==> src/pkg/dmc_params.svh <==
// Constants of the mode-control register bank: access word layout, register indices, field positions,
// reset values and soft-mute step rate masks. Included by the register bank and its gain ramp.
`ifndef DMC_PARAMS_SVH
`define DMC_PARAMS_SVH

// Access word layout.
`define DMC_RW_BIT          15
`define DMC_IDX_MSB         14
`define DMC_IDX_LSB         8
`define DMC_DATA_MSB        7

// Register indices.
`define DMC_IDX_LEFT        7'h10
`define DMC_IDX_RIGHT       7'h11
`define DMC_IDX_FMT_CTRL    7'h12
`define DMC_IDX_OUT_CTRL    7'h13
`define DMC_IDX_SYS_CTRL    7'h14

// Reset values and writable-bit masks.
`define DMC_GAIN_RESET      8'hFF
`define DMC_MUTE_LAST_CODE  8'h0E
`define DMC_FMT_CTRL_RESET  8'h50
`define DMC_OUT_CTRL_RESET  8'h00
`define DMC_SYS_CTRL_RESET  8'h00
`define DMC_OUT_CTRL_MASK   8'hF3
`define DMC_SYS_CTRL_MASK   8'h30
`define DMC_READ_ZERO       8'h00

// Format, emphasis and mute register fields.
`define DMC_LOAD_BIT        7
`define DMC_FMT_MSB         6
`define DMC_FMT_LSB         4
`define DMC_DMF_MSB         3
`define DMC_DMF_LSB         2
`define DMC_DME_BIT         1
`define DMC_MUTE_BIT        0

// Output and filter register fields.
`define DMC_REV_BIT         7
`define DMC_ATS_MSB         6
`define DMC_ATS_LSB         5
`define DMC_OPE_BIT         4
`define DMC_FLT_BIT         1
`define DMC_ZERO_HOLD_MUTE_ENABLE_BIT        0

// System mode register fields.
`define DMC_SOFT_SYSTEM_RESET_BIT        6
`define DMC_DSD_BIT         5
`define DMC_FILTER_BYPASS_BIT        4

// Word clock edge masks for the four step rates.
`define DMC_RATE_MASK_1     3'h0
`define DMC_RATE_MASK_2     3'h1
`define DMC_RATE_MASK_4     3'h3
`define DMC_RATE_MASK_8     3'h7

`endif

==> src/pkg/dmc_pkg.sv <==
// Types used by the mode-control register bank; its gain ramp uses plain vectors.
// Constants live in dmc_params.svh; this package holds types only.
package dmc_pkg;

  // One attenuation code, 0.5 dB per count below full scale.
  typedef logic [7:0] dmc_code_t;

  // Soft-mute and level-transition step rate in word clocks per step.
  typedef enum logic [1:0] {
    DMC_STEP_EVERY,
    DMC_STEP_HALF,
    DMC_STEP_QUARTER,
    DMC_STEP_EIGHTH
  } dmc_step_rate_t;

endpackage

==> src/rtl/dmc_mode_regs.sv <==
// Mode-control register bank of a stereo audio converter: attenuation, format, emphasis, mute and mode bits.
// Assumes the serial control port deserialiser hands over whole 16-bit access words on clk, and that the
// zero detect inputs come from datapath logic on clk. The word clock pin is asynchronous and is synchronised here.
//
// Summary of operation
// - Top bit 0 writes, 1 reads back.
// - Gain is 0.5 dB times code minus 255.
// - Codes 0-14 mute; code 15 is -120 dB.
// - Both gain codes reset to all ones.
// - Channels separate; one shared load enable.
// - Load enable low keeps old applied levels.
// - Load enable high loads written codes normally.
// - Three-bit field picks serial audio format.
// - Two-bit field picks de-emphasis sample rate.
// - One-bit-stream mode: field picks FIR setting.
// - Emphasis enable switches both channels together; not one-bit-stream.
// - Soft mute ramps 255 steps from full scale to code 0.
// - Step every 1, 2, 4, 8 word clocks.
// - Phase invert flips both channels' polarity.
// - Output disable forces bipolar zero level.
// - Rolloff bit: 0 sharp, 1 slow.
// - Zero-hold mute on both-zero; not one-bit-stream.
// - Write-only reset bit fires one pulse.
// - Mode bit enables one-bit-stream interface.
// - Bypass bit skips internal interpolation filter.
// - In bypass, format field means external format.
`timescale 1ns/1ps
`include "dmc_params.svh"

module dmc_mode_regs (
  input  wire logic        clk,
  input  wire logic        resetn,
  input  wire logic        access_valid,
  input  wire logic [15:0] access_word,
  input  wire logic        word_clock,
  input  wire logic        zero_detect_left,
  input  wire logic        zero_detect_right,
  output logic      [7:0]  read_data,
  output logic             read_valid,
  output logic      [7:0]  left_gain_code,
  output logic      [7:0]  right_gain_code,
  output logic             left_gain_mute,
  output logic             right_gain_mute,
  output logic      [2:0]  audio_format_select,
  output logic      [2:0]  ext_filter_format,
  output logic      [1:0]  emphasis_rate_select,
  output logic      [1:0]  fir_perf_select,
  output logic             emphasis_enable,
  output logic             phase_invert,
  output logic             output_disable,
  output logic             bipolar_zero_level,
  output logic             rolloff_select,
  output logic             zero_hold_mute,
  output logic             one_bit_stream_mode,
  output logic             filter_bypass,
  output logic             soft_system_reset
);

  // Access word fields.
  logic                     acc_read;
  logic [6:0]               acc_idx;
  dmc_pkg::dmc_code_t       acc_data;
  logic                     acc_write;

  assign acc_read  = access_word[`DMC_RW_BIT];
  assign acc_idx   = access_word[`DMC_IDX_MSB:`DMC_IDX_LSB];
  assign acc_data  = access_word[`DMC_DATA_MSB:0];
  assign acc_write = access_valid && !acc_read;

  // Register state.
  dmc_pkg::dmc_code_t left_reg,  left_next;
  dmc_pkg::dmc_code_t right_reg, right_next;
  dmc_pkg::dmc_code_t left_target_reg,  left_target_next;
  dmc_pkg::dmc_code_t right_target_reg, right_target_next;
  logic [7:0]         fmt_ctrl_reg, fmt_ctrl_next;
  logic [7:0]         out_ctrl_reg, out_ctrl_next;
  logic [7:0]         sys_ctrl_reg, sys_ctrl_next;
  logic               soft_system_reset_pulse_reg, soft_system_reset_pulse_next;
  logic [7:0]         read_data_reg, read_data_next;
  logic               read_valid_reg, read_valid_next;

  // Register writes, readback and the soft reset. The reset pulse returns every register to its default on the
  // same edge it leaves, so software sees defaults from the cycle after the pulse.
  always_comb begin
    left_next         = left_reg;
    right_next        = right_reg;
    left_target_next  = left_target_reg;
    right_target_next = right_target_reg;
    fmt_ctrl_next     = fmt_ctrl_reg;
    out_ctrl_next     = out_ctrl_reg;
    sys_ctrl_next     = sys_ctrl_reg;
    soft_system_reset_pulse_next   = 1'b0;
    read_data_next    = read_data_reg;
    read_valid_next   = 1'b0;
    if (soft_system_reset_pulse_reg) begin
      left_next         = `DMC_GAIN_RESET;
      right_next        = `DMC_GAIN_RESET;
      left_target_next  = `DMC_GAIN_RESET;
      right_target_next = `DMC_GAIN_RESET;
      fmt_ctrl_next     = `DMC_FMT_CTRL_RESET;
      out_ctrl_next     = `DMC_OUT_CTRL_RESET;
      sys_ctrl_next     = `DMC_SYS_CTRL_RESET;
    end else if (acc_write) begin
      case (acc_idx)
        `DMC_IDX_LEFT: begin
          left_next = acc_data;
          if (fmt_ctrl_reg[`DMC_LOAD_BIT]) begin
            left_target_next = acc_data;
          end
        end
        `DMC_IDX_RIGHT: begin
          right_next = acc_data;
          if (fmt_ctrl_reg[`DMC_LOAD_BIT]) begin
            right_target_next = acc_data;
          end
        end
        `DMC_IDX_FMT_CTRL: fmt_ctrl_next = acc_data;
        `DMC_IDX_OUT_CTRL: out_ctrl_next = acc_data & `DMC_OUT_CTRL_MASK;
        `DMC_IDX_SYS_CTRL: begin
          sys_ctrl_next   = acc_data & `DMC_SYS_CTRL_MASK;
          soft_system_reset_pulse_next = acc_data[`DMC_SOFT_SYSTEM_RESET_BIT];
        end
        default: ;
      endcase
    end
    if (access_valid && acc_read) begin
      read_valid_next = 1'b1;
      case (acc_idx)
        `DMC_IDX_LEFT:     read_data_next = left_reg;
        `DMC_IDX_RIGHT:    read_data_next = right_reg;
        `DMC_IDX_FMT_CTRL: read_data_next = fmt_ctrl_reg;
        `DMC_IDX_OUT_CTRL: read_data_next = out_ctrl_reg;
        `DMC_IDX_SYS_CTRL: read_data_next = sys_ctrl_reg;
        default:           read_data_next = `DMC_READ_ZERO;
      endcase
    end
  end

  always_ff @(posedge clk) begin
    if (!resetn) begin
      left_reg         <= `DMC_GAIN_RESET;
      right_reg        <= `DMC_GAIN_RESET;
      left_target_reg  <= `DMC_GAIN_RESET;
      right_target_reg <= `DMC_GAIN_RESET;
      fmt_ctrl_reg     <= `DMC_FMT_CTRL_RESET;
      out_ctrl_reg     <= `DMC_OUT_CTRL_RESET;
      sys_ctrl_reg     <= `DMC_SYS_CTRL_RESET;
      soft_system_reset_pulse_reg   <= 1'b0;
      read_data_reg    <= `DMC_READ_ZERO;
      read_valid_reg   <= 1'b0;
    end else begin
      left_reg         <= left_next;
      right_reg        <= right_next;
      left_target_reg  <= left_target_next;
      right_target_reg <= right_target_next;
      fmt_ctrl_reg     <= fmt_ctrl_next;
      out_ctrl_reg     <= out_ctrl_next;
      sys_ctrl_reg     <= sys_ctrl_next;
      soft_system_reset_pulse_reg   <= soft_system_reset_pulse_next;
      read_data_reg    <= read_data_next;
      read_valid_reg   <= read_valid_next;
    end
  end

  // Word clock synchroniser and step rate divider.
  logic       wc_meta_reg, wc_meta_next;
  logic       wc_sync_reg, wc_sync_next;
  logic       wc_prev_reg, wc_prev_next;
  logic [2:0] step_cnt_reg, step_cnt_next;
  logic       step_tick_reg, step_tick_next;
  logic       wc_edge;
  logic [2:0] rate_mask;

  // The edge detector reads only the second and third stages, never the metastable first one.
  always_comb begin
    wc_meta_next  = word_clock;
    wc_sync_next  = wc_meta_reg;
    wc_prev_next  = wc_sync_reg;
    wc_edge       = wc_sync_reg && !wc_prev_reg;
    unique case (dmc_pkg::dmc_step_rate_t'(out_ctrl_reg[`DMC_ATS_MSB:`DMC_ATS_LSB]))
      dmc_pkg::DMC_STEP_EVERY:   rate_mask = `DMC_RATE_MASK_1;
      dmc_pkg::DMC_STEP_HALF:    rate_mask = `DMC_RATE_MASK_2;
      dmc_pkg::DMC_STEP_QUARTER: rate_mask = `DMC_RATE_MASK_4;
      dmc_pkg::DMC_STEP_EIGHTH:  rate_mask = `DMC_RATE_MASK_8;
    endcase
    step_cnt_next  = wc_edge ? step_cnt_reg + 3'h1 : step_cnt_reg;
    step_tick_next = wc_edge && ((step_cnt_reg & rate_mask) == rate_mask);
  end

  always_ff @(posedge clk) begin
    if (!resetn) begin
      wc_meta_reg   <= 1'b0;
      wc_sync_reg   <= 1'b0;
      wc_prev_reg   <= 1'b0;
      step_cnt_reg  <= 3'h0;
      step_tick_reg <= 1'b0;
    end else begin
      wc_meta_reg   <= wc_meta_next;
      wc_sync_reg   <= wc_sync_next;
      wc_prev_reg   <= wc_prev_next;
      step_cnt_reg  <= step_cnt_next;
      step_tick_reg <= step_tick_next;
    end
  end

  // Soft mute drives both ramps toward code 0; otherwise they follow the last loaded code.
  dmc_pkg::dmc_code_t left_goal;
  dmc_pkg::dmc_code_t right_goal;
  dmc_pkg::dmc_code_t left_level;
  dmc_pkg::dmc_code_t right_level;

  assign left_goal  = fmt_ctrl_reg[`DMC_MUTE_BIT] ? 8'h00 : left_target_reg;
  assign right_goal = fmt_ctrl_reg[`DMC_MUTE_BIT] ? 8'h00 : right_target_reg;

  dmc_gain_ramp #(.W(8), .RESET_CODE(`DMC_GAIN_RESET)) u_left_ramp (
    .clk     (clk),
    .resetn  (resetn),
    .restart (soft_system_reset_pulse_reg),
    .step    (step_tick_reg),
    .target  (left_goal),
    .level   (left_level)
  );

  dmc_gain_ramp #(.W(8), .RESET_CODE(`DMC_GAIN_RESET)) u_right_ramp (
    .clk     (clk),
    .resetn  (resetn),
    .restart (soft_system_reset_pulse_reg),
    .step    (step_tick_reg),
    .target  (right_goal),
    .level   (right_level)
  );

  // Derived mode outputs, registered so every port leaves a flip-flop.
  logic       left_mute_reg, left_mute_next;
  logic       right_mute_reg, right_mute_next;
  logic [2:0] pcm_fmt_reg, pcm_fmt_next;
  logic [2:0] ext_fmt_reg, ext_fmt_next;
  logic [1:0] emph_rate_reg, emph_rate_next;
  logic [1:0] fir_perf_reg, fir_perf_next;
  logic       emph_en_reg, emph_en_next;
  logic       zero_hold_reg, zero_hold_next;
  logic       bpz_reg, bpz_next;
  logic       dsd_mode;
  logic       bypass_mode;

  assign dsd_mode    = sys_ctrl_reg[`DMC_DSD_BIT];
  assign bypass_mode = sys_ctrl_reg[`DMC_FILTER_BYPASS_BIT];

  // In bypass the format field belongs to the external filter, so the PCM format keeps its last value.
  always_comb begin
    left_mute_next  = (left_level <= `DMC_MUTE_LAST_CODE);
    right_mute_next = (right_level <= `DMC_MUTE_LAST_CODE);
    pcm_fmt_next    = bypass_mode ? pcm_fmt_reg : fmt_ctrl_reg[`DMC_FMT_MSB:`DMC_FMT_LSB];
    ext_fmt_next    = bypass_mode ? fmt_ctrl_reg[`DMC_FMT_MSB:`DMC_FMT_LSB] : 3'h0;
    emph_rate_next  = dsd_mode ? 2'h0 : fmt_ctrl_reg[`DMC_DMF_MSB:`DMC_DMF_LSB];
    fir_perf_next   = dsd_mode ? fmt_ctrl_reg[`DMC_DMF_MSB:`DMC_DMF_LSB] : 2'h0;
    emph_en_next    = fmt_ctrl_reg[`DMC_DME_BIT] && !dsd_mode;
    zero_hold_next  = out_ctrl_reg[`DMC_ZERO_HOLD_MUTE_ENABLE_BIT] && !dsd_mode
                      && zero_detect_left && zero_detect_right;
    bpz_next        = out_ctrl_reg[`DMC_OPE_BIT] || zero_hold_next;
  end

  always_ff @(posedge clk) begin
    if (!resetn) begin
      left_mute_reg  <= 1'b0;
      right_mute_reg <= 1'b0;
      pcm_fmt_reg    <= 3'(`DMC_FMT_CTRL_RESET >> `DMC_FMT_LSB);
      ext_fmt_reg    <= 3'h0;
      emph_rate_reg  <= 2'h0;
      fir_perf_reg   <= 2'h0;
      emph_en_reg    <= 1'b0;
      zero_hold_reg  <= 1'b0;
      bpz_reg        <= 1'b0;
    end else begin
      left_mute_reg  <= left_mute_next;
      right_mute_reg <= right_mute_next;
      pcm_fmt_reg    <= pcm_fmt_next;
      ext_fmt_reg    <= ext_fmt_next;
      emph_rate_reg  <= emph_rate_next;
      fir_perf_reg   <= fir_perf_next;
      emph_en_reg    <= emph_en_next;
      zero_hold_reg  <= zero_hold_next;
      bpz_reg        <= bpz_next;
    end
  end

  // Port assignments, all from flip-flops.
  assign read_data            = read_data_reg;
  assign read_valid           = read_valid_reg;
  assign left_gain_code       = left_level;
  assign right_gain_code      = right_level;
  assign left_gain_mute       = left_mute_reg;
  assign right_gain_mute      = right_mute_reg;
  assign audio_format_select  = pcm_fmt_reg;
  assign ext_filter_format    = ext_fmt_reg;
  assign emphasis_rate_select = emph_rate_reg;
  assign fir_perf_select      = fir_perf_reg;
  assign emphasis_enable      = emph_en_reg;
  assign phase_invert         = out_ctrl_reg[`DMC_REV_BIT];
  assign output_disable       = out_ctrl_reg[`DMC_OPE_BIT];
  assign bipolar_zero_level   = bpz_reg;
  assign rolloff_select       = out_ctrl_reg[`DMC_FLT_BIT];
  assign zero_hold_mute       = zero_hold_reg;
  assign one_bit_stream_mode  = dsd_mode;
  assign filter_bypass        = bypass_mode;
  assign soft_system_reset    = soft_system_reset_pulse_reg;
endmodule // dmc_mode_regs

==> src/rtl/dmc_gain_ramp.sv <==
// One channel's applied attenuation level, walking one code per step toward its target.
// Assumes step is a one-cycle pulse on clk and restart a one-cycle soft reset pulse.
`timescale 1ns/1ps
`include "dmc_params.svh"

module dmc_gain_ramp #(
  parameter int                W          = 8,
  parameter logic [W-1:0]      RESET_CODE = `DMC_GAIN_RESET
) (
  input  wire logic            clk,
  input  wire logic            resetn,
  input  wire logic            restart,
  input  wire logic            step,
  input  wire logic [W-1:0]    target,
  output logic      [W-1:0]    level
);

  logic [W-1:0] level_reg;
  logic [W-1:0] level_next;

  // Moving one code per step avoids zipper noise on large jumps.
  always_comb begin
    level_next = level_reg;
    if (restart) begin
      level_next = RESET_CODE;
    end else if (step && (level_reg < target)) begin
      level_next = level_reg + W'(1);
    end else if (step && (level_reg > target)) begin
      level_next = level_reg - W'(1);
    end
  end

  always_ff @(posedge clk) begin
    if (!resetn) begin
      level_reg <= RESET_CODE;
    end else begin
      level_reg <= level_next;
    end
  end

  assign level = level_reg;
endmodule // dmc_gain_ramp

==> config.mk <==
export PLATFORM = sky130hd
export DESIGN_NAME = dmc_mode_regs
export DESIGN_NICKNAME = d
export VERILOG_FILES = /design/src/pkg/dmc_pkg.sv /design/src/rtl/dmc_mode_regs.sv /design/src/rtl/dmc_gain_ramp.sv
export VERILOG_INCLUDE_DIRS = /design/src /design/src/pkg
export SDC_FILE = /design/constraint.sdc
export NUM_CORES = 1
export LEC_CHECK = 0
export ABC_AREA = 1
export ABC_CLOCK_PERIOD_IN_PS = 5300
export BUFFER_PORTS_ARGS = -buffer_cell sky130_fd_sc_hd__buf_2
export CAP_MARGIN = 40
export CORE_MARGIN = 4
export CORE_UTILIZATION = 55
export DETAILED_ROUTE_END_ITERATION = 8
export PLACE_DENSITY = 0.87
export RECOVER_POWER = 100
export SLEW_MARGIN = 0
export SYNTH_ARGS = -nofsm -noshare
export SYNTH_HDL_FRONTEND = slang
export SYNTH_SLANG_ARGS = --single-unit
==> constraint.sdc <==
create_clock -name clk -period 5.3 [get_ports clk]
set_input_delay 0.795 -clock clk [delete_from_list [all_inputs] [get_ports clk]]
set_output_delay 0.795 -clock clk [all_outputs]
set_load 0.005 [all_outputs]
== Word-level counts from Yosys, hierarchy flattened ==
Index checks and enable logic that the tools add are counted.
Operators by class
  add/subtract/negate cells: 5
  magnitude comparators: 6
  eq/ne operators: 9
  muxes and demuxes: 9
  bitwise logic cells: 4
  reductions and logical operators: 31
Operators by type and width (count)
  two-way mux 8 bit: 6
  one-hot mux 8 bit (5 select lines): 1
  == test 7 x 5 -> 1 bit, second input constant: 5
  adder 8 x 1 -> 8 bit, second input constant: 2
  greater-than comparator 8 bit: 2
  less-or-equal comparator 8 x 4 -> 1 bit, second input constant: 2
  less-than comparator 8 bit: 2
  subtractor 8 x 1 -> 8 bit, second input constant: 2
  AND reduction 2 bit: 7
  logical AND 1 bit: 12
  one-hot mux 3 bit (4 select lines): 1
  AND reduction 3 bit: 2
  == test 2 bit, second input constant: 2
  nonzero test 2 bit: 2
  OR reduction 2 bit: 2
  OR reduction 4 bit: 1
  adder 3 x 1 -> 3 bit, second input constant: 1
  AND 3 bit: 1
  == test 3 bit: 1
  logical NOT 1 bit: 3
  inverter 1 bit: 3
  == test 2 x 1 -> 1 bit, second input constant: 1
  logical NOT 2 bit: 1
  logical OR 1 bit: 1
  two-way mux 1 bit: 1
Word-level totals
  register bits after elaboration: 96
  input bits: 22

== Depth between registers and ports, before layout ==
  depth in word-level cells: 5
  gate-level depth with buffers: 20

== Hierarchy ==
From an unflattened synthesis, not the netlist that was laid out.
Second synthesis, totals
  cell total of the unflattened synthesis: 656
  area, all modules: 5181.2 µm²
By module, submodules not included
  dmc_mode_regs: times used 1, cells each 410, area each 3412.0 µm², seq. area each 1601.5 µm²
  dmc_gain_ramp at u_right_ramp: times used 1, cells each 123, area each 887.1 µm², seq. area each 160.2 µm²
  dmc_gain_ramp at u_left_ramp: times used 1, cells each 123, area each 882.1 µm², seq. area each 160.2 µm²

== Worst setup path before layout ==
OpenSTA, ideal clock, no wires.
  path kind: register to register
  start: register fmt_ctrl_reg[0]
  end: register u_right_ramp.level_reg[7], in the netlist u_right_ramp.level[7]
  library setup time: 134 ps
  arrival time: 2544 ps
  path slack: 2622 ps
  cell stages (with the launch flop): 18
  clock period less this slack: 2678 ps
  path through: dfxtp_1 > inv_1 > clkbuf_1 > nand2_1 > ha_1 > nand3_1 > nor2_1 > nor2_1 > nand2_1 > ha_1 > a21oi_1 > nand2_1 > nand2_1 > nand3_1 > nand2_1 > nand3_1 > nand2_1 > nand3_1
Between the ends
  longest elaborated chain between the ends: 4
  elaborated cells on any way between the ends: 7
  classes of those cells: order compare: 2; mux: 2; reduce/logical: 3
Ends and longest elaborated chain
  start, declared: line dmc_mode_regs.sv:75  | logic [7:0] fmt_ctrl_reg, fmt_ctrl_next;
  start signal, assigned: line dmc_mode_regs.sv:145  | fmt_ctrl_reg <= `DMC_FMT_CTRL_RESET;
  start signal, assigned: line dmc_mode_regs.sv:156  | fmt_ctrl_reg <= fmt_ctrl_next;
  two-way mux 8 bit (*): line dmc_mode_regs.sv:213  | assign right_goal = fmt_ctrl_reg[`DMC_MUTE_BIT] ? 8'h00 : right_target_reg;
  less-than comparator 8 bit or greater-than comparator 8 bit (tied branches): line dmc_gain_ramp.sv:26, dmc_gain_ramp.sv:28
  logical AND 1 bit, on equally long branches: line dmc_gain_ramp.sv:26, dmc_gain_ramp.sv:28
  two-way mux 8 bit or nonzero test 2 bit (tied branches)
  end signal, assigned: line dmc_gain_ramp.sv:37  | level_reg <= level_next;
  end, declared: line dmc_gain_ramp.sv:18  | logic [W-1:0] level_reg;
Mark *: on every way between the ends. The rest lies on a longest branch, timed or not.
A chain may end at the register's enable or synchronous reset.

== Final worst setup path ==
  start: input resetn
  end: register out_ctrl_reg[6]
Between the ends
  longest elaborated chain between the ends: 2
Ends and longest elaborated chain
  start, declared: line dmc_mode_regs.sv:32  | input wire logic resetn,
  inverter 1 bit (no source line)
  OR reduction 2 bit (no source line)
  end signal, assigned: line dmc_mode_regs.sv:146  | out_ctrl_reg <= `DMC_OUT_CTRL_RESET;
  end signal, assigned: line dmc_mode_regs.sv:157  | out_ctrl_reg <= out_ctrl_next;
  end, declared: line dmc_mode_regs.sv:76  | logic [7:0] out_ctrl_reg, out_ctrl_next;
No other way between the ends.

==> flow_summary.yaml <==
layout:
  drive_gt1_frac: 0.1182
  areaGrowthSynthToFinish_pct: 11.10
  finalNonFillerCells: 790
  n_antenna_cell: 0
  nets: 733
worst_setup_path:
  critPathKind: "input port to flop"
  cp.required_ps: 5600
  cp.arrival_ps: 4070
  critPathMaxFanout: 24
  worstSetupStartpointType: "input port"
  cp-end-kind: "flop"
sta:
  fin_tns_setup_ps: 0
  grt_setup_unrepaired: "false"
  fmax_mhz: 265.3
  setup_viol: 0
  tightest_slew_ps: 1234
  whs_ps: 424.0
  min_period_over_period: 0.7111
  maxSlewViolCount: 0
  hold_viol_final: 0
  finClkSkew_ps: 10.76
  period_needed_ps: 3769
  slew_headroom: 0.1743
clocking:
  clk_pin_slew_ps: 100
  htreeDepth: 3
  clkLatencyLatePin_ps: 370
  postCtsSetupBuffers: 0
  cts_buffer_depth: 2
  ctsResizeCount: 0
  postCtsHoldBufs: 0
  cts_root_buf: "clkbuf_8"
  numCtsBuffers: 9
  clock-sinks: 96
  cts_tree: "done"
synthesis:
  synth_fp_nets: 670
  postSynthCellCount: 617
  synth_area_mm2: 0.004725
  yosys-top-cells-count: "nand2_1, dfxtp_1, nand3_1"
  syn_area_per_cell_um2: 7.657
  async_flop_share: 0
  yosys_register_bits: 96
  synth_area_leaders: "dfxtp_1, nand2_1, ha_1"
  synth_edf_count: 0
  synth_cell_types: 30
  synth_top_area_share: 0.4068
  ys_warn_count: 0
  seq_area_frac_synth: 0.4068
  dominantRegCellSynth: "dfxtp_1"
  yosysMostFrequentCell: "nand2_1"
  yosys.area.top_type: "dfxtp_1"
drt:
  drtIter0Drc: 256
  vias_per_cell: 5.691
  ant_nets: 0
  routed_wl_um: 12100
  drc: 0
  num_vias: 4496
  wl_per_cell_um: 15.32
  dr.pass1.iters: 6
run:
  maxCapViolCount: 0
place:
  portBuffers: 67
  hpwl_um: 8936
  place_inst: 774
  place_congestion: 0.8634
global_routing:
  grtUsageMet1: 0.3061
  antenna_found_initial: 0
  first_global_vias: 4349
  use_met3: 0.05121
  use_met2: 0.4132
  grt_pass1_wl_um: 20280
  grt-ovfl-total: 0
  grt-busiest-layer: "met2"
  groute.usage.overall: 0.2481
  grt_max_degree: 32
floorplan:
  chipHeight_um: 100.7
  fp.dieW_um: 100.7
  design.die.area_mm2: 0.01014
  io_pins: 68
  initial_core_util: 0.5693
  design.core.area_mm2: 0.008299
  rows: 33
power_and_ir_drop:
  p_per_area_mw_per_mm2: 254.0
  peakVddDrop_mv: 0.1305
  power_mw: 1.333
  p_leak_nw: 2.602
hold_path:
  min_path_type: "flop to flop"
outcome:
  status: "finished, final reports clean"
kinds of logic after synthesis:
family | count (synthesis) | share of synthesized area
DFF | 96 | 0.4068
adders and majority gates | 31 | 0.08528
buffers and inverters | 89 | 0.07574
xor gates and xnor gates | 8 | 0.01483
AOI/OAI and AO/OA | 108 | 0.1504
and+or+nand+nor | 285 | 0.2669
per-stage QoR:
step	util	cell area, um^2	worst slack [ps]
finish	0.6324	5249	1531
global route	0.6324	5249	1170
CTS	0.6456	5358	2332
detailed placement	0.6205	5150	2337
global placement	0.6172	5122	2379
floorplan	-	4725	2622
routing by layer:
layer,share of wire,wire length [um]
met1,0.41,4948
met2,0.49,5921
met3,0.067,808
met4,0.035,423
met5,0,0
power by group:
group / switching (mW) / total, mW / internal [mW]
registers: 0.00568 / 0.733 / 0.727
clock network: 0.279 / 0.507 / 0.227
logic: 0.0644 / 0.0941 / 0.0297
total: 0.349 / 1.33 / 0.984
area by class of cell:
type	count	area, um^2
inverters	71	266.5
repair buffers	70	342.8
fillers	704	3050
well taps	105	131.4
clock buffers	9	123.9
clock inverters	7	83.83
multi-input cells	432	2379
flip-flops and latches	96	1922
cell usage in the layout, fill, tap and decap left out, types with 26 or more instances in the layout:
cell type,netlist,routed
o211ai_1,18,29
inv_1,66,67
nand2_1,151,151
clkbuf_1,9,26
ha_1,29,29
nor2_1,31,31
a21oi_1,47,47
nand3_1,71,71
buf_2,7,42
dfxtp_1,96,96
final timing paths:
kind                    from               endpoint  slack [ps]  depth (start not counted)
max                   resetn        out_ctrl_reg[6]        1530                          6
min              wc_meta_reg           wc_prev_next         420                          2
max reg2reg  fmt_ctrl_reg[0]  u_right_ramp.level[7]        2280                         16
min reg2reg      wc_meta_reg           wc_prev_next         420                          2
critical path, stage by stage:
cell      delay, ps
clkbuf_1        520
inv_1           430
nor2_1         1040
clkbuf_1        850
o21ai_0         220
a21oi_1         190
Power figures use the tool's default switching activity.
